==> src/shared/ldmf_defs.svh <==
// Constants for the LCD display mode and fetch register bank
// Function
// Depth codes 2..5 give 4/8/15/16 bpp
// 15/16 bpp bypass the lookup table
// Dither off: no dithering at 15/16 bpp
// Dither on: passive 15/16 bpp dithered
// Dither bit ignored at 4/8 bpp
// Buffer-off bit 1 disables dual buffer
// Single panel forces dual buffer off
// Start address is 20-bit word address
// Next line start adds 11-bit offset
// Larger offset shows window into image
// Pan value shifts image left pixels
// Pan bits used depend on depth
// Software combines pan with start address
// Software disables dual buffer before blanking
// Software avoids reserved depth codes
`ifndef LDMF_DEFS_SVH
`define LDMF_DEFS_SVH

// ----------------------------------------------------------------------------
// Register indices (byte address is four times the index)
// ----------------------------------------------------------------------------
`define LDMF_IDX_MODE 8'h40
`define LDMF_IDX_MISC 8'h41
`define LDMF_IDX_SA_LO 8'h42
`define LDMF_IDX_SA_MID 8'h43
`define LDMF_IDX_SA_HI 8'h44
`define LDMF_IDX_LO_LO 8'h46
`define LDMF_IDX_LO_HI 8'h47
`define LDMF_IDX_PAN 8'h48
`define LDMF_IDX_FIFO_HI 8'h4A
`define LDMF_IDX_PANEL 8'h4C
`define LDMF_IDX_STATUS 8'h4D
`define LDMF_IDX_LADDR 8'h4E

// ----------------------------------------------------------------------------
// Field positions
// ----------------------------------------------------------------------------
`define LDMF_MISC_DUAL_OFF 0
`define LDMF_MISC_DITHER_OFF 1
`define LDMF_PANEL_DUAL 0
`define LDMF_PANEL_PASSIVE 1

// ----------------------------------------------------------------------------
// Depth codes, reset values, bus codes
// ----------------------------------------------------------------------------
`define LDMF_BPP_4 3'h2
`define LDMF_BPP_8 3'h3
`define LDMF_BPP_15 3'h4
`define LDMF_BPP_16 3'h5
`define LDMF_RST_BYTE 8'h00
`define LDMF_RST_ADDR 20'h0_0000
`define LDMF_HTRANS_NONSEQ 2'h2
`define LDMF_HRESP_OKAY 1'b0
`define LDMF_HIGH_ZERO 22'h00_0000

`endif

==> src/shared/ldmf_pkg.sv <==
// Types shared by the LCD display mode and fetch register bank
package ldmf_pkg;

  // Software configuration as held in the registers
  typedef struct packed {
    logic [2:0] bpp;
    logic dither_off;
    logic dual_buf_off;
    logic [19:0] start_addr;
    logic [10:0] line_offset;
    logic [1:0] pan;
    logic [5:0] fifo_high;
    logic dual_panel;
    logic passive_panel;
  } ldmf_cfg_t;

  // Decoded pixel path mode
  typedef struct packed {
    logic depth_valid;
    logic lut_bypass;
    logic dither_en;
    logic dual_buf_en;
    logic [1:0] pan_shift;
  } ldmf_mode_t;

endpackage

==> src/rtl/ldmf_pixel_mode.sv <==
// Decode of the configuration into the pixel path mode
`timescale 1ns/1ps
`default_nettype none
`include "ldmf_defs.svh"

module ldmf_pixel_mode (
  input wire ldmf_pkg::ldmf_cfg_t i_cfg, // Current configuration
  output var ldmf_pkg::ldmf_mode_t o_mode // Decoded mode, combinational
);

  // ----------------------------------------------------------------------------
  // Depth classification
  // ----------------------------------------------------------------------------
  wire logic is_4 = (i_cfg.bpp == `LDMF_BPP_4);
  wire logic is_8 = (i_cfg.bpp == `LDMF_BPP_8);
  wire logic is_hi = (i_cfg.bpp == `LDMF_BPP_15) | (i_cfg.bpp == `LDMF_BPP_16);

  // Reserved codes give no image: no bypass, no dither, no pan; dual buffer still follows its bits
  assign o_mode.depth_valid = is_4 | is_8 | is_hi;
  // Direct colour skips the lookup table
  assign o_mode.lut_bypass = is_hi;
  // Only passive panels at 15/16 bpp dither; 4/8 bpp never do
  assign o_mode.dither_en = is_hi & i_cfg.passive_panel & ~i_cfg.dither_off;
  // Single panel keeps the buffer off whatever software wrote
  assign o_mode.dual_buf_en = i_cfg.dual_panel & ~i_cfg.dual_buf_off;
  // Pan width shrinks as pixels grow; 15/16 bpp cannot pan
  assign o_mode.pan_shift = is_4 ? i_cfg.pan : (is_8 ? {1'b0, i_cfg.pan[0]} : 2'h0);

endmodule // ldmf_pixel_mode
`default_nettype wire

==> src/rtl/ldmf_line_addr.sv <==
// Line start word address generator for the display fetch
`timescale 1ns/1ps
`default_nettype none
`include "ldmf_defs.svh"

module ldmf_line_addr (
  input wire logic i_clk, // System clock
  input wire logic i_rst, // Synchronous reset, active high
  input wire logic i_frame_start, // Pulse: first line of a frame
  input wire logic i_line_start, // Pulse: advance to next line
  input wire logic [19:0] i_start_addr, // Word address of first word
  input wire logic [10:0] i_line_offset, // Words from line to line
  output logic [19:0] o_line_addr // Start word of current line
);

  // ----------------------------------------------------------------------------
  // Address arithmetic
  // ----------------------------------------------------------------------------
  // Wraps at 20 bits; an offset wider than the panel line just skips words
  wire logic [20:0] sum = {1'b0, o_line_addr} + {10'h000, i_line_offset};
  wire logic [19:0] next_line_addr = i_frame_start ? i_start_addr : (i_line_start ? sum[19:0] : o_line_addr);

  // Frame start wins over a line step in the same cycle
  always_ff @(posedge i_clk) begin
    if (i_rst) begin
      o_line_addr <= `LDMF_RST_ADDR;
    end else begin
      o_line_addr <= next_line_addr;
    end
  end

  // ----------------------------------------------------------------------------
  // Checks
  // ----------------------------------------------------------------------------
  a_frame_load: assert property (@(posedge i_clk) disable iff (i_rst)
    i_frame_start |=> o_line_addr == $past(i_start_addr))
    else $error("line address not loaded from start address");

  a_line_step: assert property (@(posedge i_clk) disable iff (i_rst)
    (i_line_start && !i_frame_start) |=> o_line_addr == 20'($past(o_line_addr) + $past(i_line_offset)))
    else $error("line address did not advance by offset");

  a_line_hold: assert property (@(posedge i_clk) disable iff (i_rst)
    (!i_line_start && !i_frame_start) |=> $stable(o_line_addr))
    else $error("line address moved without a line event");

endmodule // ldmf_line_addr
`default_nettype wire

==> src/rtl/ldmf_regs.sv <==
// AHB-Lite register bank for the LCD display mode and fetch settings
`timescale 1ns/1ps
`default_nettype none
`include "ldmf_defs.svh"

module ldmf_regs (
  input wire logic i_clk, // System clock, 100 MHz
  input wire logic i_rst, // Synchronous reset, active high
  input wire logic i_hsel, // AHB slave select
  input wire logic [31:0] i_haddr, // AHB byte address
  input wire logic [1:0] i_htrans, // AHB transfer type
  input wire logic i_hwrite, // AHB write when high
  input wire logic [2:0] i_hsize, // AHB size, word only
  input wire logic [31:0] i_hwdata, // AHB write data
  input wire logic i_hready, // AHB bus ready
  output logic o_hreadyout, // Always ready, no wait states
  output logic o_hresp, // Always OKAY
  output logic [31:0] o_hrdata, // Registered read data
  input wire logic i_frame_start, // Pulse: frame begins
  input wire logic i_line_start, // Pulse: next display line
  output logic [19:0] o_line_addr, // Start word of current line
  output var ldmf_pkg::ldmf_mode_t o_mode, // Registered pixel mode
  output var ldmf_pkg::ldmf_cfg_t o_cfg // Register contents
);

  // ----------------------------------------------------------------------------
  // Address phase
  // ----------------------------------------------------------------------------
  // Only NONSEQ and SEQ carry a transfer; hsize is not checked, word access only
  wire logic addr_take = i_hsel & i_hready & i_htrans[1];
  wire logic [7:0] addr_idx = i_haddr[9:2];
  wire logic addr_in_map = (i_haddr[31:10] == `LDMF_HIGH_ZERO);
  wire logic wr_take = addr_take & i_hwrite & addr_in_map;
  wire logic rd_take = addr_take & ~i_hwrite;
  wire logic size_unused = ^i_hsize;

  logic wr_pend;
  logic [7:0] wr_idx;

  // Write is committed in the data phase, when hwdata stands
  always_ff @(posedge i_clk) begin
    if (i_rst) begin
      wr_pend <= 1'b0;
      wr_idx <= `LDMF_RST_BYTE;
    end else begin
      wr_pend <= wr_take;
      wr_idx <= addr_idx;
    end
  end

  // ----------------------------------------------------------------------------
  // Write strobes
  // ----------------------------------------------------------------------------
  wire logic wr_mode = wr_pend & (wr_idx == `LDMF_IDX_MODE);
  wire logic wr_misc = wr_pend & (wr_idx == `LDMF_IDX_MISC);
  wire logic wr_sa_lo = wr_pend & (wr_idx == `LDMF_IDX_SA_LO);
  wire logic wr_sa_mid = wr_pend & (wr_idx == `LDMF_IDX_SA_MID);
  wire logic wr_sa_hi = wr_pend & (wr_idx == `LDMF_IDX_SA_HI);
  wire logic wr_lo_lo = wr_pend & (wr_idx == `LDMF_IDX_LO_LO);
  wire logic wr_lo_hi = wr_pend & (wr_idx == `LDMF_IDX_LO_HI);
  wire logic wr_pan = wr_pend & (wr_idx == `LDMF_IDX_PAN);
  wire logic wr_fifo = wr_pend & (wr_idx == `LDMF_IDX_FIFO_HI);
  wire logic wr_panel = wr_pend & (wr_idx == `LDMF_IDX_PANEL);

  // ----------------------------------------------------------------------------
  // Register storage
  // ----------------------------------------------------------------------------
  logic [2:0] bpp;
  logic dither_off;
  logic dual_buf_off;
  logic [7:0] sa_lo;
  logic [7:0] sa_mid;
  logic [3:0] sa_hi;
  logic [7:0] lo_lo;
  logic [2:0] lo_hi;
  logic [1:0] pan;
  logic [5:0] fifo_high;
  logic dual_panel;
  logic passive_panel;

  // Next values; reads use them so a read right after a write sees new data
  wire logic [2:0] next_bpp = wr_mode ? i_hwdata[2:0] : bpp;
  wire logic next_dither_off = wr_misc ? i_hwdata[`LDMF_MISC_DITHER_OFF] : dither_off;
  wire logic next_dual_buf_off = wr_misc ? i_hwdata[`LDMF_MISC_DUAL_OFF] : dual_buf_off;
  wire logic [7:0] next_sa_lo = wr_sa_lo ? i_hwdata[7:0] : sa_lo;
  wire logic [7:0] next_sa_mid = wr_sa_mid ? i_hwdata[7:0] : sa_mid;
  wire logic [3:0] next_sa_hi = wr_sa_hi ? i_hwdata[3:0] : sa_hi;
  wire logic [7:0] next_lo_lo = wr_lo_lo ? i_hwdata[7:0] : lo_lo;
  wire logic [2:0] next_lo_hi = wr_lo_hi ? i_hwdata[2:0] : lo_hi;
  wire logic [1:0] next_pan = wr_pan ? i_hwdata[1:0] : pan;
  wire logic [5:0] next_fifo_high = wr_fifo ? i_hwdata[5:0] : fifo_high;
  wire logic next_dual_panel = wr_panel ? i_hwdata[`LDMF_PANEL_DUAL] : dual_panel;
  wire logic next_passive_panel = wr_panel ? i_hwdata[`LDMF_PANEL_PASSIVE] : passive_panel;

  // Mode and misc settings
  always_ff @(posedge i_clk) begin
    if (i_rst) begin
      bpp <= 3'h0;
      dither_off <= 1'b0;
      dual_buf_off <= 1'b0;
      pan <= 2'h0;
      fifo_high <= 6'h00;
      dual_panel <= 1'b0;
      passive_panel <= 1'b0;
    end else begin
      bpp <= next_bpp;
      dither_off <= next_dither_off;
      dual_buf_off <= next_dual_buf_off;
      pan <= next_pan;
      fifo_high <= next_fifo_high;
      dual_panel <= next_dual_panel;
      passive_panel <= next_passive_panel;
    end
  end

  // Address settings; bytes change one at a time, so software should
  // update them between frames to avoid a torn start address
  always_ff @(posedge i_clk) begin
    if (i_rst) begin
      sa_lo <= `LDMF_RST_BYTE;
      sa_mid <= `LDMF_RST_BYTE;
      sa_hi <= 4'h0;
      lo_lo <= `LDMF_RST_BYTE;
      lo_hi <= 3'h0;
    end else begin
      sa_lo <= next_sa_lo;
      sa_mid <= next_sa_mid;
      sa_hi <= next_sa_hi;
      lo_lo <= next_lo_lo;
      lo_hi <= next_lo_hi;
    end
  end

  // ----------------------------------------------------------------------------
  // Configuration assembly and mode decode
  // ----------------------------------------------------------------------------
  ldmf_pkg::ldmf_cfg_t cfg;
  ldmf_pkg::ldmf_mode_t mode_now;

  // Three start bytes form one word address of the first displayed word
  assign cfg.bpp = bpp;
  assign cfg.dither_off = dither_off;
  assign cfg.dual_buf_off = dual_buf_off;
  assign cfg.start_addr = {sa_hi, sa_mid, sa_lo};
  assign cfg.line_offset = {lo_hi, lo_lo};
  assign cfg.pan = pan;
  assign cfg.fifo_high = fifo_high;
  assign cfg.dual_panel = dual_panel;
  assign cfg.passive_panel = passive_panel;
  assign o_cfg = cfg;

  ldmf_pixel_mode u_pixel_mode (
    .i_cfg(cfg),
    .o_mode(mode_now)
  );

  // Registered so the pixel path sees a clean, glitch-free mode
  always_ff @(posedge i_clk) begin
    if (i_rst) begin
      o_mode <= '0;
    end else begin
      o_mode <= mode_now;
    end
  end

  ldmf_line_addr u_line_addr (
    .i_clk(i_clk),
    .i_rst(i_rst),
    .i_frame_start(i_frame_start),
    .i_line_start(i_line_start),
    .i_start_addr(cfg.start_addr),
    .i_line_offset(cfg.line_offset),
    .o_line_addr(o_line_addr)
  );

  // ----------------------------------------------------------------------------
  // Read path
  // ----------------------------------------------------------------------------
  // Unused bits read as zero; both pan bits read back as stored at every depth
  wire logic [31:0] rd_mode = {29'h0000_0000, next_bpp};
  wire logic [31:0] rd_misc = {30'h0000_0000, next_dither_off, next_dual_buf_off};
  wire logic [31:0] rd_sa_lo = {24'h00_0000, next_sa_lo};
  wire logic [31:0] rd_sa_mid = {24'h00_0000, next_sa_mid};
  wire logic [31:0] rd_sa_hi = {28'h000_0000, next_sa_hi};
  wire logic [31:0] rd_lo_lo = {24'h00_0000, next_lo_lo};
  wire logic [31:0] rd_lo_hi = {29'h0000_0000, next_lo_hi};
  wire logic [31:0] rd_pan = {30'h0000_0000, next_pan};
  wire logic [31:0] rd_fifo = {26'h000_0000, next_fifo_high};
  wire logic [31:0] rd_panel = {30'h0000_0000, next_passive_panel, next_dual_panel};
  wire logic [31:0] rd_status = {26'h000_0000, mode_now.pan_shift, mode_now.dual_buf_en,
                                 mode_now.dither_en, mode_now.lut_bypass, mode_now.depth_valid};
  wire logic [31:0] rd_laddr = {12'h000, o_line_addr};

  // Unmapped addresses read zero and still answer OKAY
  wire logic [31:0] rd_sel =
    (addr_idx == `LDMF_IDX_MODE) ? rd_mode :
    (addr_idx == `LDMF_IDX_MISC) ? rd_misc :
    (addr_idx == `LDMF_IDX_SA_LO) ? rd_sa_lo :
    (addr_idx == `LDMF_IDX_SA_MID) ? rd_sa_mid :
    (addr_idx == `LDMF_IDX_SA_HI) ? rd_sa_hi :
    (addr_idx == `LDMF_IDX_LO_LO) ? rd_lo_lo :
    (addr_idx == `LDMF_IDX_LO_HI) ? rd_lo_hi :
    (addr_idx == `LDMF_IDX_PAN) ? rd_pan :
    (addr_idx == `LDMF_IDX_FIFO_HI) ? rd_fifo :
    (addr_idx == `LDMF_IDX_PANEL) ? rd_panel :
    (addr_idx == `LDMF_IDX_STATUS) ? rd_status :
    (addr_idx == `LDMF_IDX_LADDR) ? rd_laddr : 32'h0000_0000;
  wire logic [31:0] rd_word = addr_in_map ? rd_sel : 32'h0000_0000;

  // Read data is captured at the address phase edge and stands in the data phase
  always_ff @(posedge i_clk) begin
    if (i_rst) begin
      o_hrdata <= 32'h0000_0000;
    end else if (rd_take) begin
      o_hrdata <= rd_word;
    end
  end

  // Zero wait states and no error responses
  assign o_hreadyout = 1'b1 | size_unused;
  assign o_hresp = `LDMF_HRESP_OKAY;

  // ----------------------------------------------------------------------------
  // Checks
  // ----------------------------------------------------------------------------
  a_depth_valid: assert property (@(posedge i_clk) disable iff (i_rst)
    (bpp >= `LDMF_BPP_4 && bpp <= `LDMF_BPP_16) |=> o_mode.depth_valid)
    else $error("valid depth code not flagged valid");

  a_depth_reserved: assert property (@(posedge i_clk) disable iff (i_rst)
    (bpp < `LDMF_BPP_4 || bpp > `LDMF_BPP_16) |=> (!o_mode.depth_valid && o_mode.pan_shift == 2'h0))
    else $error("reserved depth code not flagged");

  a_lut_bypass: assert property (@(posedge i_clk) disable iff (i_rst)
    (bpp == `LDMF_BPP_15 || bpp == `LDMF_BPP_16) |=> o_mode.lut_bypass)
    else $error("direct colour did not bypass lookup");

  a_lut_through: assert property (@(posedge i_clk) disable iff (i_rst)
    (bpp == `LDMF_BPP_4 || bpp == `LDMF_BPP_8) |=> !o_mode.lut_bypass)
    else $error("indexed colour bypassed lookup");

  a_dither_off: assert property (@(posedge i_clk) disable iff (i_rst)
    dither_off |=> !o_mode.dither_en)
    else $error("dithering while disabled");

  a_dither_on: assert property (@(posedge i_clk) disable iff (i_rst)
    (passive_panel && !dither_off && (bpp == `LDMF_BPP_15 || bpp == `LDMF_BPP_16)) |=> o_mode.dither_en)
    else $error("passive direct colour not dithered");

  a_dither_low: assert property (@(posedge i_clk) disable iff (i_rst)
    (bpp == `LDMF_BPP_4 || bpp == `LDMF_BPP_8) |=> !o_mode.dither_en)
    else $error("dithering at low depth");

  a_dual_buffer: assert property (@(posedge i_clk) disable iff (i_rst)
    dual_panel |=> (o_mode.dual_buf_en == !$past(dual_buf_off)))
    else $error("dual buffer does not follow its bit");

  a_single_panel: assert property (@(posedge i_clk) disable iff (i_rst)
    !dual_panel |=> !o_mode.dual_buf_en)
    else $error("dual buffer on with single panel");

  a_pan_depth: assert property (@(posedge i_clk) disable iff (i_rst)
    (bpp == `LDMF_BPP_8) |=> (o_mode.pan_shift == {1'b0, $past(pan[0])}))
    else $error("8 bpp pan uses wrong bits");

  a_pan_full: assert property (@(posedge i_clk) disable iff (i_rst)
    (bpp == `LDMF_BPP_4) |=> (o_mode.pan_shift == $past(pan)))
    else $error("4 bpp pan not applied");

  a_start_write: assert property (@(posedge i_clk) disable iff (i_rst)
    (wr_take && addr_idx == `LDMF_IDX_SA_LO) ##1 1'b1 |=> (cfg.start_addr[7:0] == $past(i_hwdata[7:0])))
    else $error("start address byte not stored");

  a_start_mid: assert property (@(posedge i_clk) disable iff (i_rst)
    (wr_take && addr_idx == `LDMF_IDX_SA_MID) ##1 1'b1 |=> (cfg.start_addr[15:8] == $past(i_hwdata[7:0])))
    else $error("start address middle byte not stored");

  a_start_high: assert property (@(posedge i_clk) disable iff (i_rst)
    (wr_take && addr_idx == `LDMF_IDX_SA_HI) ##1 1'b1 |=> (cfg.start_addr[19:16] == $past(i_hwdata[3:0])))
    else $error("start address high bits not stored");

  a_offset_write: assert property (@(posedge i_clk) disable iff (i_rst)
    (wr_take && addr_idx == `LDMF_IDX_LO_HI) ##1 1'b1 |=> (cfg.line_offset[10:8] == $past(i_hwdata[2:0])))
    else $error("line offset high bits not stored");

  a_mode_write: assert property (@(posedge i_clk) disable iff (i_rst)
    (wr_take && addr_idx == `LDMF_IDX_MODE) ##1 1'b1 |=> (bpp == $past(i_hwdata[2:0])))
    else $error("depth code not stored");

  a_misc_write: assert property (@(posedge i_clk) disable iff (i_rst)
    (wr_take && addr_idx == `LDMF_IDX_MISC) ##1 1'b1 |=> (dual_buf_off == $past(i_hwdata[`LDMF_MISC_DUAL_OFF])))
    else $error("buffer-off bit not stored");

  a_dither_store: assert property (@(posedge i_clk) disable iff (i_rst)
    (wr_take && addr_idx == `LDMF_IDX_MISC) ##1 1'b1 |=> (dither_off == $past(i_hwdata[`LDMF_MISC_DITHER_OFF])))
    else $error("dither-off bit not stored");

  a_pan_write: assert property (@(posedge i_clk) disable iff (i_rst)
    (wr_take && addr_idx == `LDMF_IDX_PAN) ##1 1'b1 |=> (pan == $past(i_hwdata[1:0])))
    else $error("pan value not stored");

  a_pan_direct: assert property (@(posedge i_clk) disable iff (i_rst)
    (bpp == `LDMF_BPP_15 || bpp == `LDMF_BPP_16) |=> (o_mode.pan_shift == 2'h0))
    else $error("direct colour panned");

  a_dither_panel: assert property (@(posedge i_clk) disable iff (i_rst)
    !passive_panel |=> !o_mode.dither_en)
    else $error("dithering on an active panel");

endmodule // ldmf_regs
`default_nettype wire

==> config.mk <==
export PLATFORM = sky130hd
export DESIGN_NAME = ldmf_regs
export DESIGN_NICKNAME = d
export VERILOG_FILES = /design/src/shared/ldmf_pkg.sv /design/src/rtl/ldmf_pixel_mode.sv /design/src/rtl/ldmf_line_addr.sv /design/src/rtl/ldmf_regs.sv
export VERILOG_INCLUDE_DIRS = /design/src /design/src/shared
export SDC_FILE = /design/constraint.sdc
export NUM_CORES = 1
export LEC_CHECK = 0
export BUFFER_PORTS_ARGS = -buffer_cell sky130_fd_sc_hd__clkbuf_2
export CAP_MARGIN = 10
export CORE_ASPECT_RATIO = 1.75
export CORE_MARGIN = 5
export CORE_UTILIZATION = 39
export CTS_CLUSTER_SIZE = 10
export DETAILED_ROUTE_END_ITERATION = 10
export GPL_ROUTABILITY_DRIVEN = 0
export HOLD_SLACK_MARGIN = 0.1
export PLACE_DENSITY = 0.74
export SLEW_MARGIN = 20
export SYNTH_ARGS = -nofsm -noshare
export SYNTH_HDL_FRONTEND = slang
export SYNTH_HIERARCHICAL = 1
export SYNTH_SLANG_ARGS = --single-unit
==> constraint.sdc <==
create_clock -name i_clk -period 3.2 [get_ports i_clk]
set_clock_uncertainty 0.1 [all_clocks]
set_input_delay 0.48 -clock i_clk [delete_from_list [all_inputs] [get_ports i_clk]]
set_output_delay 0.48 -clock i_clk [all_outputs]
set_load 0.01 [all_outputs]
== Word-level counts from Yosys, hierarchy flattened ==
Cells that the tools add are included.

* Register bits: 113
* Bits in latches: 0
* Bits in writable memories: 0
* Bits in read-only memories: 0
* Bits of input ports: 76
* Output and inout bits: 106
* Word-level logic and storage cells: 103
* Memories: 0

* $add $sub $neg: 1
* $mul: 0
* Div/mod/pow operators: 0
* Magnitude comparators: 0
* Equality and inequality tests: 26
* Shift-type cells: 0
* Multiplexer cells: 29
* Bitwise operators: 24
* Reductions and logical operators: 2

{| class="wikitable"
|+ Operators by type and width
! kind !! number
|-
| $mux W20 || 15
|-
| $eq A8 B7 Y1 const B || 22
|-
| $mux W8 || 3
|-
| $logic_not A22 Y1 || 1
|-
| $add A20 B11 Y20 || 1
|-
| $and A1 B1 Y1 || 18
|-
| $eq A3 B2 Y1 const B || 2
|-
| $eq A3 B3 Y1 const B || 2
|-
| $mux W3 || 2
|-
| $mux W6 || 1
|-
| $mux W1 || 5
|-
| $mux W2 || 2
|-
| $mux W4 || 1
|-
| $not A1 Y1 || 3
|-
| $or A1 B1 Y1 || 3
|-
| $reduce_bool A2 Y1 || 1
|}

== Longest topological paths before layout ==
Gate-level depths: netlist (run 1).

* Depth after elaboration: 16
* Mapped depth: 9

== Hierarchy ==
The synthesis (run 1) kept the hierarchy.

{| class="wikitable"
|+ Modules (own cells, without submodules)
! module !! times used !! cells each !! area an instance (um2) !! seq. area each (um2)
|-
| ldmf_regs || 1 || 416 || 3748.6 || 1621.6
|-
| ldmf_line_addr || 1 || 185 || 1545.2 || 400.4
|-
| ldmf_pixel_mode || 1 || 8 || 65.1 || 0.0
|}

== Least setup slack after synthesis (run 1) ==
Ideal clock, no wire load.

* Kind: register to register
* From: reg u_line_addr.o_line_addr[0]
* To: reg u_line_addr.o_line_addr[10]
* Setup time: 0.103 ns
* Arrival: 2.046 ns
* Setup slack: 0.951 ns
* Stages on the path, launching flop included: 10
* Path buffers: 0
* Period minus slack after synthesis: 2.249 ns
* Path through: dfxtp_1 > ha_1 > inv_1 > fa_1 > nand2b_1 > a21oi_1 > o211ai_2 > and2b_1 > mux2i_1 > a2111oi_2

* Longest elaborated chain between the ends: 3

{| class="wikitable"
|+ RTL lines
! what !! RTL line !! text
|-
| start, declared || ldmf_line_addr.sv:13 || <nowiki>output logic [19:0] o_line_addr</nowiki>
|-
| start signal, assigned || ldmf_line_addr.sv:26 || <nowiki>o_line_addr <= `LDMF_RST_ADDR;</nowiki>
|-
| start signal, assigned || ldmf_line_addr.sv:28 || <nowiki>o_line_addr <= next_line_addr;</nowiki>
|-
| $add A20 B11 Y20 || ldmf_line_addr.sv:20 || <nowiki>wire logic [20:0] sum = {1'b0, o_line_addr} + {10'h000, i_line_offset};</nowiki>
|-
| $mux W20 (2 in series) || ldmf_line_addr.sv:21 || <nowiki>wire logic [19:0] next_line_addr = i_frame_start ? i_start_addr : (i_line_start ? sum[19:0] : o_line_addr);</nowiki>
|}

Every way passes these cells. The select of a mux whose other input is x is not followed.
A chain may end at the register's enable or synchronous reset.

== Worst setup path in the final report (run 1) ==
* From: reg wr_idx[5]
* To: reg o_hrdata[1]

* Longest elaborated chain between the ends: 14
* Elaborated cells between the ends (all ways): 41
* Classes of those cells: 10 x eq/ne; 21 x mux; 10 x bitwise

{| class="wikitable"
|+ RTL lines
! what !! RTL line !! text
|-
| start, declared || ldmf_regs.sv:38 || <nowiki>logic [7:0] wr_idx;</nowiki>
|-
| start signal, assigned || ldmf_regs.sv:44 || <nowiki>wr_idx <= `LDMF_RST_BYTE;</nowiki>
|-
| start signal, assigned || ldmf_regs.sv:47 || <nowiki>wr_idx <= addr_idx;</nowiki>
|-
| $eq A8 B7 Y1 (no source line) || n/a ||
|-
| $and A1 B1 Y1 || ldmf_regs.sv:63 || <nowiki>wire logic wr_panel = wr_pend & (wr_idx == `LDMF_IDX_PANEL);</nowiki>
|-
| $mux W1 || ldmf_regs.sv:93 || <nowiki>wire logic next_passive_panel = wr_panel ? i_hwdata[`LDMF_PANEL_PASSIVE] : passive_panel;</nowiki>
|-
| $mux W20 || ldmf_regs.sv:205 || <nowiki>(addr_idx == `LDMF_IDX_PANEL) ? rd_panel :</nowiki>
|-
| $mux W20 || ldmf_regs.sv:204 || <nowiki>(addr_idx == `LDMF_IDX_FIFO_HI) ? rd_fifo :</nowiki>
|-
| $mux W20 || ldmf_regs.sv:203 || <nowiki>(addr_idx == `LDMF_IDX_PAN) ? rd_pan :</nowiki>
|-
| $mux W20 || ldmf_regs.sv:202 || <nowiki>(addr_idx == `LDMF_IDX_LO_HI) ? rd_lo_hi :</nowiki>
|-
| $mux W20 || ldmf_regs.sv:201 || <nowiki>(addr_idx == `LDMF_IDX_LO_LO) ? rd_lo_lo :</nowiki>
|-
| $mux W20 || ldmf_regs.sv:200 || <nowiki>(addr_idx == `LDMF_IDX_SA_HI) ? rd_sa_hi :</nowiki>
|-
| $mux W20 || ldmf_regs.sv:199 || <nowiki>(addr_idx == `LDMF_IDX_SA_MID) ? rd_sa_mid :</nowiki>
|-
| $mux W20 || ldmf_regs.sv:198 || <nowiki>(addr_idx == `LDMF_IDX_SA_LO) ? rd_sa_lo :</nowiki>
|-
| $mux W20 || ldmf_regs.sv:197 || <nowiki>(addr_idx == `LDMF_IDX_MISC) ? rd_misc :</nowiki>
|-
| $mux W20 (*) || ldmf_regs.sv:196 || <nowiki>(addr_idx == `LDMF_IDX_MODE) ? rd_mode :</nowiki>
|-
| $mux W20 (*) || ldmf_regs.sv:208 || <nowiki>wire logic [31:0] rd_word = addr_in_map ? rd_sel : 32'h0000_0000;</nowiki>
|-
| end signal, assigned || ldmf_regs.sv:215 || <nowiki>o_hrdata <= rd_word;</nowiki>
|-
| end, declared || ldmf_regs.sv:18 || <nowiki>output logic [31:0] o_hrdata,</nowiki>
|}

Every way passes the cells marked *; elsewhere a longest branch is shown, timed or not.

==> run_results.csv, run 1 <==
group,metric,value,unit
worst_setup_path,worst-setup-path-type,"reg2reg",
die,rows,56,
clock_tree,clock-root-buffer,"clkbuf_16",
pwr,power.leakage,2.860,nW
finish,final_cell_mix,"136 x clkbuf_2, 101 x dfxtp_1, 85 x nor2_1",
worst_setup_path,crit_arrival,2.81,ns
clock_tree,clockBufferDepth,2,
sta,min_period_over_period,84.87,%
yosys,ys_ff_latch,101,
worst_setup_path,crit_start,"wr_idx[5]$_SDFF_PP0_",
finish,final_common_cell,"clkbuf_2",
clock_tree,cts_made_buffers,9,
sta,setup_viol,0,
worst_setup_path,worstSetupEndpointType,"register",
yosys,synth_edf_count,0,
routing,avgRoutedWirePerCell,19.04,um
sta,tightestPinTransition,0.9996,ns
sta,fin_setup_tns,0,ns
worst_setup_path,cp-endpoint,"o_hrdata[1]$_SDFFE_PP0P_",
placement,port_buffers,137,
worst_setup_path,rr_endpoint,"o_hrdata[1]$_SDFFE_PP0P_",
global_routing,gr-usage-all-layers,20.74,%
global_routing,grt_max_degree,95,
sta,relSlewSlack,33.36,%
yosys,syn_inst,609,
finish,layout-drive-gt1-share,26.44,%
finish,synthToLayoutAreaGrowth,19.71,%
clock_tree,post_cts_resize_count,0,
global_routing,grt_overflow,0,
clock_tree,cts_setup_buffers,0,
sta,drv_slew,0,
min_path,hp-class,"in2reg",
finish,fillers,1356,
worst_setup_path,start_kind,"register",
worst_setup_path,r2r_cells,6,
yosys,synth-main-ff-cell,"dfxtp_1",
die,start_util,39.83,%
sta,hold_violations,0,
run,max_cap_violations,0,
finish,final_area,6415,um2
worst_setup_path,worst-path-buf-inv,0,
clock_tree,cts.sinks,101,
worst_setup_path,slowest_stage,"nand3_1",
sta,rsz0062_at_grt,"false",
sta,holdWs,0.2590,ns
worst_setup_path,worstPathCellList,"nor4b_1 > nand3_1 > mux2i_1 > o221ai_1 > o311ai_1 > o211ai_1",
placement,placed_cell_area,6090,um2
finish,final_nets,814,
yosys,ys_types,80,
die,core-area,13450,um2
routing,wirelength,17.22,mm
worst_setup_path,r2r-start,"wr_idx[5]$_SDFF_PP0_",
clock_tree,cts_hold_buf,0,
global_routing,grt_pass1_wl,26.45,mm
yosys,synthArstFlopShare,0,%
status,run_status,"finished clean",
yosys,syn_area_per_cell,8.799,um2
routing,via_per_inst,5.642,
clock_tree,cts_tree,"built",
finish,diodes,0,
global_routing,grt_pass1_vias,4987,
sta,fin_crit,2.716,ns
placement,post-place-cells,888,
worst_setup_path,cp.required,3.29,ns
global_routing,antenna_found_initial,0,
worst_setup_path,r2r_setup_slack,0.48,ns
die,fp.dieArea,16280,um2
routing,drc,0,
yosys,ys_seq_area_share,37.73,%
clock_tree,path_clk_slew,0.07,ns
die,ios,182,
worst_setup_path,cp.depth,6,
routing,ant_nets,0,
worst_setup_path,path_delay_family,"simple AND/OR/NAND/NOR gates",
pwr,power.density,411.6,nW/um2
sta,fmax,368.2,MHz
worst_setup_path,crit_path_max_fanout,6,
die,die_h,165.1,um
die,die_w,98.61,um
routing,first_iter_violations,317,
routing,vias,5100,
clock_tree,clock_latency,0.35,ns
yosys,netlist_area,5359,um2
pwr,ir_drop,0.2461,mV
worst_setup_path,cp_slowest_stage_delay,0.55,ns
finish,stdcell_count,904,
placement,hpwl,13.48,mm
routing,drtPass1Iterations,5,
yosys,yosys_warnings,6,
clock_tree,h-tree-depth,3,
[stage by stage]
step	power, mW	utilization [%]	worst slack (ns)
2_1_floorplan	1.441	-	0.9510
3_3_place_gp	1.502	45.27	0.3129
3_5_place_dp	1.506	45.27	0.2756
4_1_cts	2.655	47.64	0.4314
5_1_grt	2.719	47.68	0.2927
6_report	2.641	47.68	0.4842
[kinds of logic after synthesis]
group                      after synthesis  share of synthesized area [%]
buffers and inverters                   69                          6.374
and+or+nand+nor                        233                          23.68
xor gates and xnor gates                15                          2.452
adders and majority gates               13                          3.175
muxes                                   44                          8.242
other                                    2                         0.1401
AOI/OAI and AO/OA                      132                          18.21
DFF                                    101                          37.73
[final cells by class]
| type | count | area (um2) | area share (%) |
|---|---|---|---|
| Timing Repair Buffer | 145 | 745.7 | 11.62 |
| Multi-Input combinational cell | 451 | 3047 | 47.49 |
| Clock inverter | 6 | 80.08 | 1.248 |
| Sequential cell | 101 | 2022 | 31.52 |
| Inverter | 17 | 63.81 | 0.9947 |
| Clock buffer | 10 | 239.0 | 3.725 |
| Tap cell | 174 | 217.7 | 3.394 |
[worst min path at each step]
stage | from | to | slack [ns] | depth (start not counted)
global route | i_haddr[8] | wr_idx[6]$_SDFF_PP0_ | 0.28 | 2
CTS | i_haddr[8] | wr_idx[6]$_SDFF_PP0_ | 0.26 | 2
finish | i_haddr[8] | wr_idx[6]$_SDFF_PP0_ | 0.26 | 2
floorplan | o_hrdata[4]$_SDFFE_PP0P_ | o_hrdata[4]$_SDFFE_PP0P_ | 0.36 | 2
detailed placement | o_hrdata[4]$_SDFFE_PP0P_ | o_hrdata[4]$_SDFFE_PP0P_ | 0.34 | 2
global placement | o_hrdata[4]$_SDFFE_PP0P_ | o_hrdata[4]$_SDFFE_PP0P_ | 0.33 | 2
[report_power, final]
group / internal (mW) / switching, mW / total, mW
Combinational: 0.0632 / 0.124 / 0.187
Sequential: 1.27 / 0.0205 / 1.29
Clock: 0.645 / 0.517 / 1.16
[sequential cells by signal, indices dropped and copies added (netlist names)]
register,cells
o_hrdata,20
u_line_addr/o_line_addr,20
lo_lo,8
sa_lo,8
sa_mid,8
wr_idx,8
fifo_high,6
o_mode,6
sa_hi,4
bpp,3
lo_hi,3
pan,2
dither_off,1
dual_buf_off,1
dual_panel,1
passive_panel,1
wr_pend,1
[per-layer routing]
| metal | track usage (%) | up-vias | routed length, um |
|---|---|---|---|
| met3 | 3.363 | 56 | 929 |
| met5 | 0 | - | 0 |
| met2 | 37.95 | 224 | 9015 |
| met4 | 12.31 | 0 | 887 |
| li1 | - | 2419 | - |
| met1 | 22.19 | 2401 | 6383 |
[synth_stat cells, types with 7 or more instances]
library cell / instances / area share [%]
clkbuf_1: 24 / 1.7
nor2_1: 85 / 6.0
a211oi_1: 13 / 1.8
nand4_1: 8 / 0.93
a22oi_1: 12 / 1.7
nand2_1: 24 / 1.7
inv_1: 17 / 1.2
dfxtp_1: 101 / 38
nor4_1: 14 / 1.6
buf_4: 20 / 2.8
mux2i_1: 43 / 8.0
o21ai_0: 7 / 0.65
o22ai_1: 8 / 0.93
nand3_1: 20 / 1.9
ha_1: 12 / 2.8
nor2b_1: 21 / 2.5
a21oi_1: 31 / 2.9
nor3_1: 7 / 0.65
a211oi_2: 7 / 1.6
xnor2_1: 12 / 2.0
[worst register-to-register path, stage by stage, from the launching register on]
cell and delay (ns):
dfxtp_1 0.31, nor4b_1 0.53, nand3_1 0.55, mux2i_1 0.39
o221ai_1 0.21, o311ai_1 0.32, o211ai_1 0.15
Note: power is estimated with default switching activity, not from simulation.
==> inputs of run 2 (changes only) <==
==> constraint.sdc (replaced) <==
create_clock -name i_clk -period 2.8 [get_ports i_clk]
set_clock_uncertainty 0.1 [all_clocks]
set_input_delay 0.42 -clock i_clk [delete_from_list [all_inputs] [get_ports i_clk]]
set_output_delay 0.42 -clock i_clk [all_outputs]
set_load 0.01 [all_outputs]
==> run 2 against run 1 <==
First-iteration DRC count fell by 1.3%. Non-clock buffer count grew 7. Combinational power is 18% higher. Power rose by 14%. Final area grew 0.62%. Flip-flop and latch count is the same. Utilization rose by 0.30 points. Clock power rose by 12%. Count of clock-buffer cells in the layout is 1 higher. Sequential share of layout area down 0.20 points. Die area unchanged. Via count is 0.27% higher. Critical endpoint is now o_hrdata[0]$_SDFFE_PP0P_. Largest cell class unchanged.
==> run_results.csv, run 2 (same netlist as run 1, synthesis figures left out) <==
group,metric,value,unit
die,die_w,98.61,um
routing,wirelength,17.52,mm
pwr,clockPowerShare,43.5,%
routing,ant_nets,0,
global_routing,grt_pass1_wl,27.53,mm
placement,port_buffers,137,
clock_tree,post_cts_resize_count,0,
pwr,ir_drop,0.2811,mV
pwr,power.density,465.2,nW/um2
sta,drv_slew,0,
global_routing,grt_overflow,0,
sta,fmax,380.6,MHz
sta,fin_setup_tns,0,ns
finish,top_regs,"o_hrdata (20), u_line_addr/o_line_addr (20)",
global_routing,grt_pass1_vias,5095,
routing,avgRoutedWirePerCell,19.23,um
clock_tree,clock_latency,0.35,ns
clock_tree,cts.sinks,101,
clock_tree,cts_tree,"built",
placement,hpwl,13.96,mm
routing,via_per_inst,5.614,
clock_tree,cts_hold_buf,0,
worst_setup_path,cp_slowest_stage_delay,0.73,ns
clock_tree,cts_setup_buffers,0,
pwr,combPwrFrac,7.4,%
sta,rsz0062_at_grt,"false",
routing,drc,0,
worst_setup_path,worst-setup-path-type,"reg2reg",
die,rows,56,
global_routing,met1_usage,23.23,%
global_routing,grt_max_degree,40,
routing,first_iter_violations,313,
finish,diodes,0,
clock_tree,cts_made_buffers,9,
pwr,power.internal,2.259,mW
clock_tree,clock-root-buffer,"clkbuf_16",
pwr,sw_frac_of_total,24.78,%
worst_setup_path,crit_arrival,2.76,ns
sta,relSlewSlack,49.40,%
sta,fin_crit,2.627,ns
min_path,hp-class,"in2reg",
die,ios,182,
pwr,p_seq_share,49.2,%
die,core-area,13450,um2
finish,final_nets,821,
clock_tree,clockBufferDepth,2,
worst_setup_path,worst-path-buf-inv,0,
worst_setup_path,slowest_stage,"or4b_1",
clock_tree,h-tree-depth,3,
worst_setup_path,start_kind,"register",
clock_tree,path_clk_slew,0.07,ns
sta,hold_violations,0,
pwr,p_switching,0.7442,mW
routing,drtPass1Iterations,5,
run,max_cap_violations,0,
global_routing,gr-usage-all-layers,21.63,%
status,run_status,"finished clean",
finish,final_cell_mix,"136 x clkbuf_2, 101 x dfxtp_1, 85 x nor2_1",
worst_setup_path,cp.required,2.93,ns
finish,layout-drive-gt1-share,27.00,%
pwr,finalPower,3.003,mW
die,start_util,39.83,%
finish,final_common_cell,"clkbuf_2",
die,fp.dieArea,16280,um2
global_routing,grt_util_met3,3.573,%
worst_setup_path,worstPathCellList,"or4b_1 > o31a_1 > o311ai_2 > o2111ai_1 > nor4_1 > nor4_2",
worst_setup_path,path_delay_family,"simple AND/OR/NAND/NOR gates",
global_routing,antenna_found_initial,0,
worst_setup_path,crit_path_max_fanout,11,
global_routing,grt-busiest-layer,"met2",
die,die_h,165.1,um
sta,setup_viol,0,
sta,tightestPinTransition,0.7528,ns
worst_setup_path,worstSetupEndpointType,"register",
sta,holdWs,0.2026,ns
sta,min_period_over_period,93.83,%
routing,vias,5114,
finish,synthToLayoutAreaGrowth,20.45,%
global_routing,grtUsageMet2,39.34,%
pwr,power.leakage,2.883,nW
-- run 2: cell types whose count changed in the layout (fill, tap and decap cells not counted) --
cell,previous run,this run
clkbuf_1,0,1
inv_6,2,3
clkinv_2,1,0
clkinvlp_4,0,1
inv_8,1,0
buf_4,8,15
clkinv_8,1,0
-- run 2: path summary, 6_finish.rpt --
check	cells after the start	end	slack (ns)	startpoint
worst min-delay path	2	wr_idx[6]$_SDFF_PP0_	0.20	i_haddr[8]
worst max register to register	6	o_hrdata[0]$_SDFFE_PP0P_	0.17	wr_idx[5]$_SDFF_PP0_
worst max-delay path	6	o_hrdata[0]$_SDFFE_PP0P_	0.17	wr_idx[5]$_SDFF_PP0_
worst min register to register	2	o_hrdata[4]$_SDFFE_PP0P_	0.34	o_hrdata[4]$_SDFFE_PP0P_
-- run 2: layout make-up --
type	count	area (um2)
Sequential cell	101	2022
Timing Repair Buffer	152	798.3
Inverter	17	63.81
Clock buffer	11	242.7
Clock inverter	5	63.81
Fill cell	1343	6998
Multi-Input combinational cell	451	3047
Tap cell	174	217.7
-- run 2: per-stage QoR --
step	cell area, um2	worst slack [ns]	cells	utilization [%]
3_5_place_dp	6142	0.1191	895	45.66
4_1_cts	6449	0.2268	911	47.94
3_3_place_gp	6142	0.1606	895	45.66
2_1_floorplan	5404	0.5510	621	-
5_1_grt	6455	0.005437	911	47.98
6_report	6455	0.1727	911	47.98
-- run 2: power by group through the flow --
stage | clock [mW] | combinational (mW) | sequential, mW
final | 1.30 | 0.221 | 1.48
after global routing | 1.38 | 0.243 | 1.48
after CTS | 1.32 | 0.219 | 1.48
after detailed placement | 0 | 0.218 | 1.51
after global placement | 0 | 0.216 | 1.51
after floorplan | 0 | 0.139 | 1.51
-- run 2: per-layer routing --
| metal | part of all wire, % | routed length [um] |
|---|---|---|
| met4 | 6.1 | 1073 |
| met5 | 0 | 0 |
| met1 | 36 | 6282 |
| met3 | 5.7 | 994 |
| met2 | 52 | 9172 |
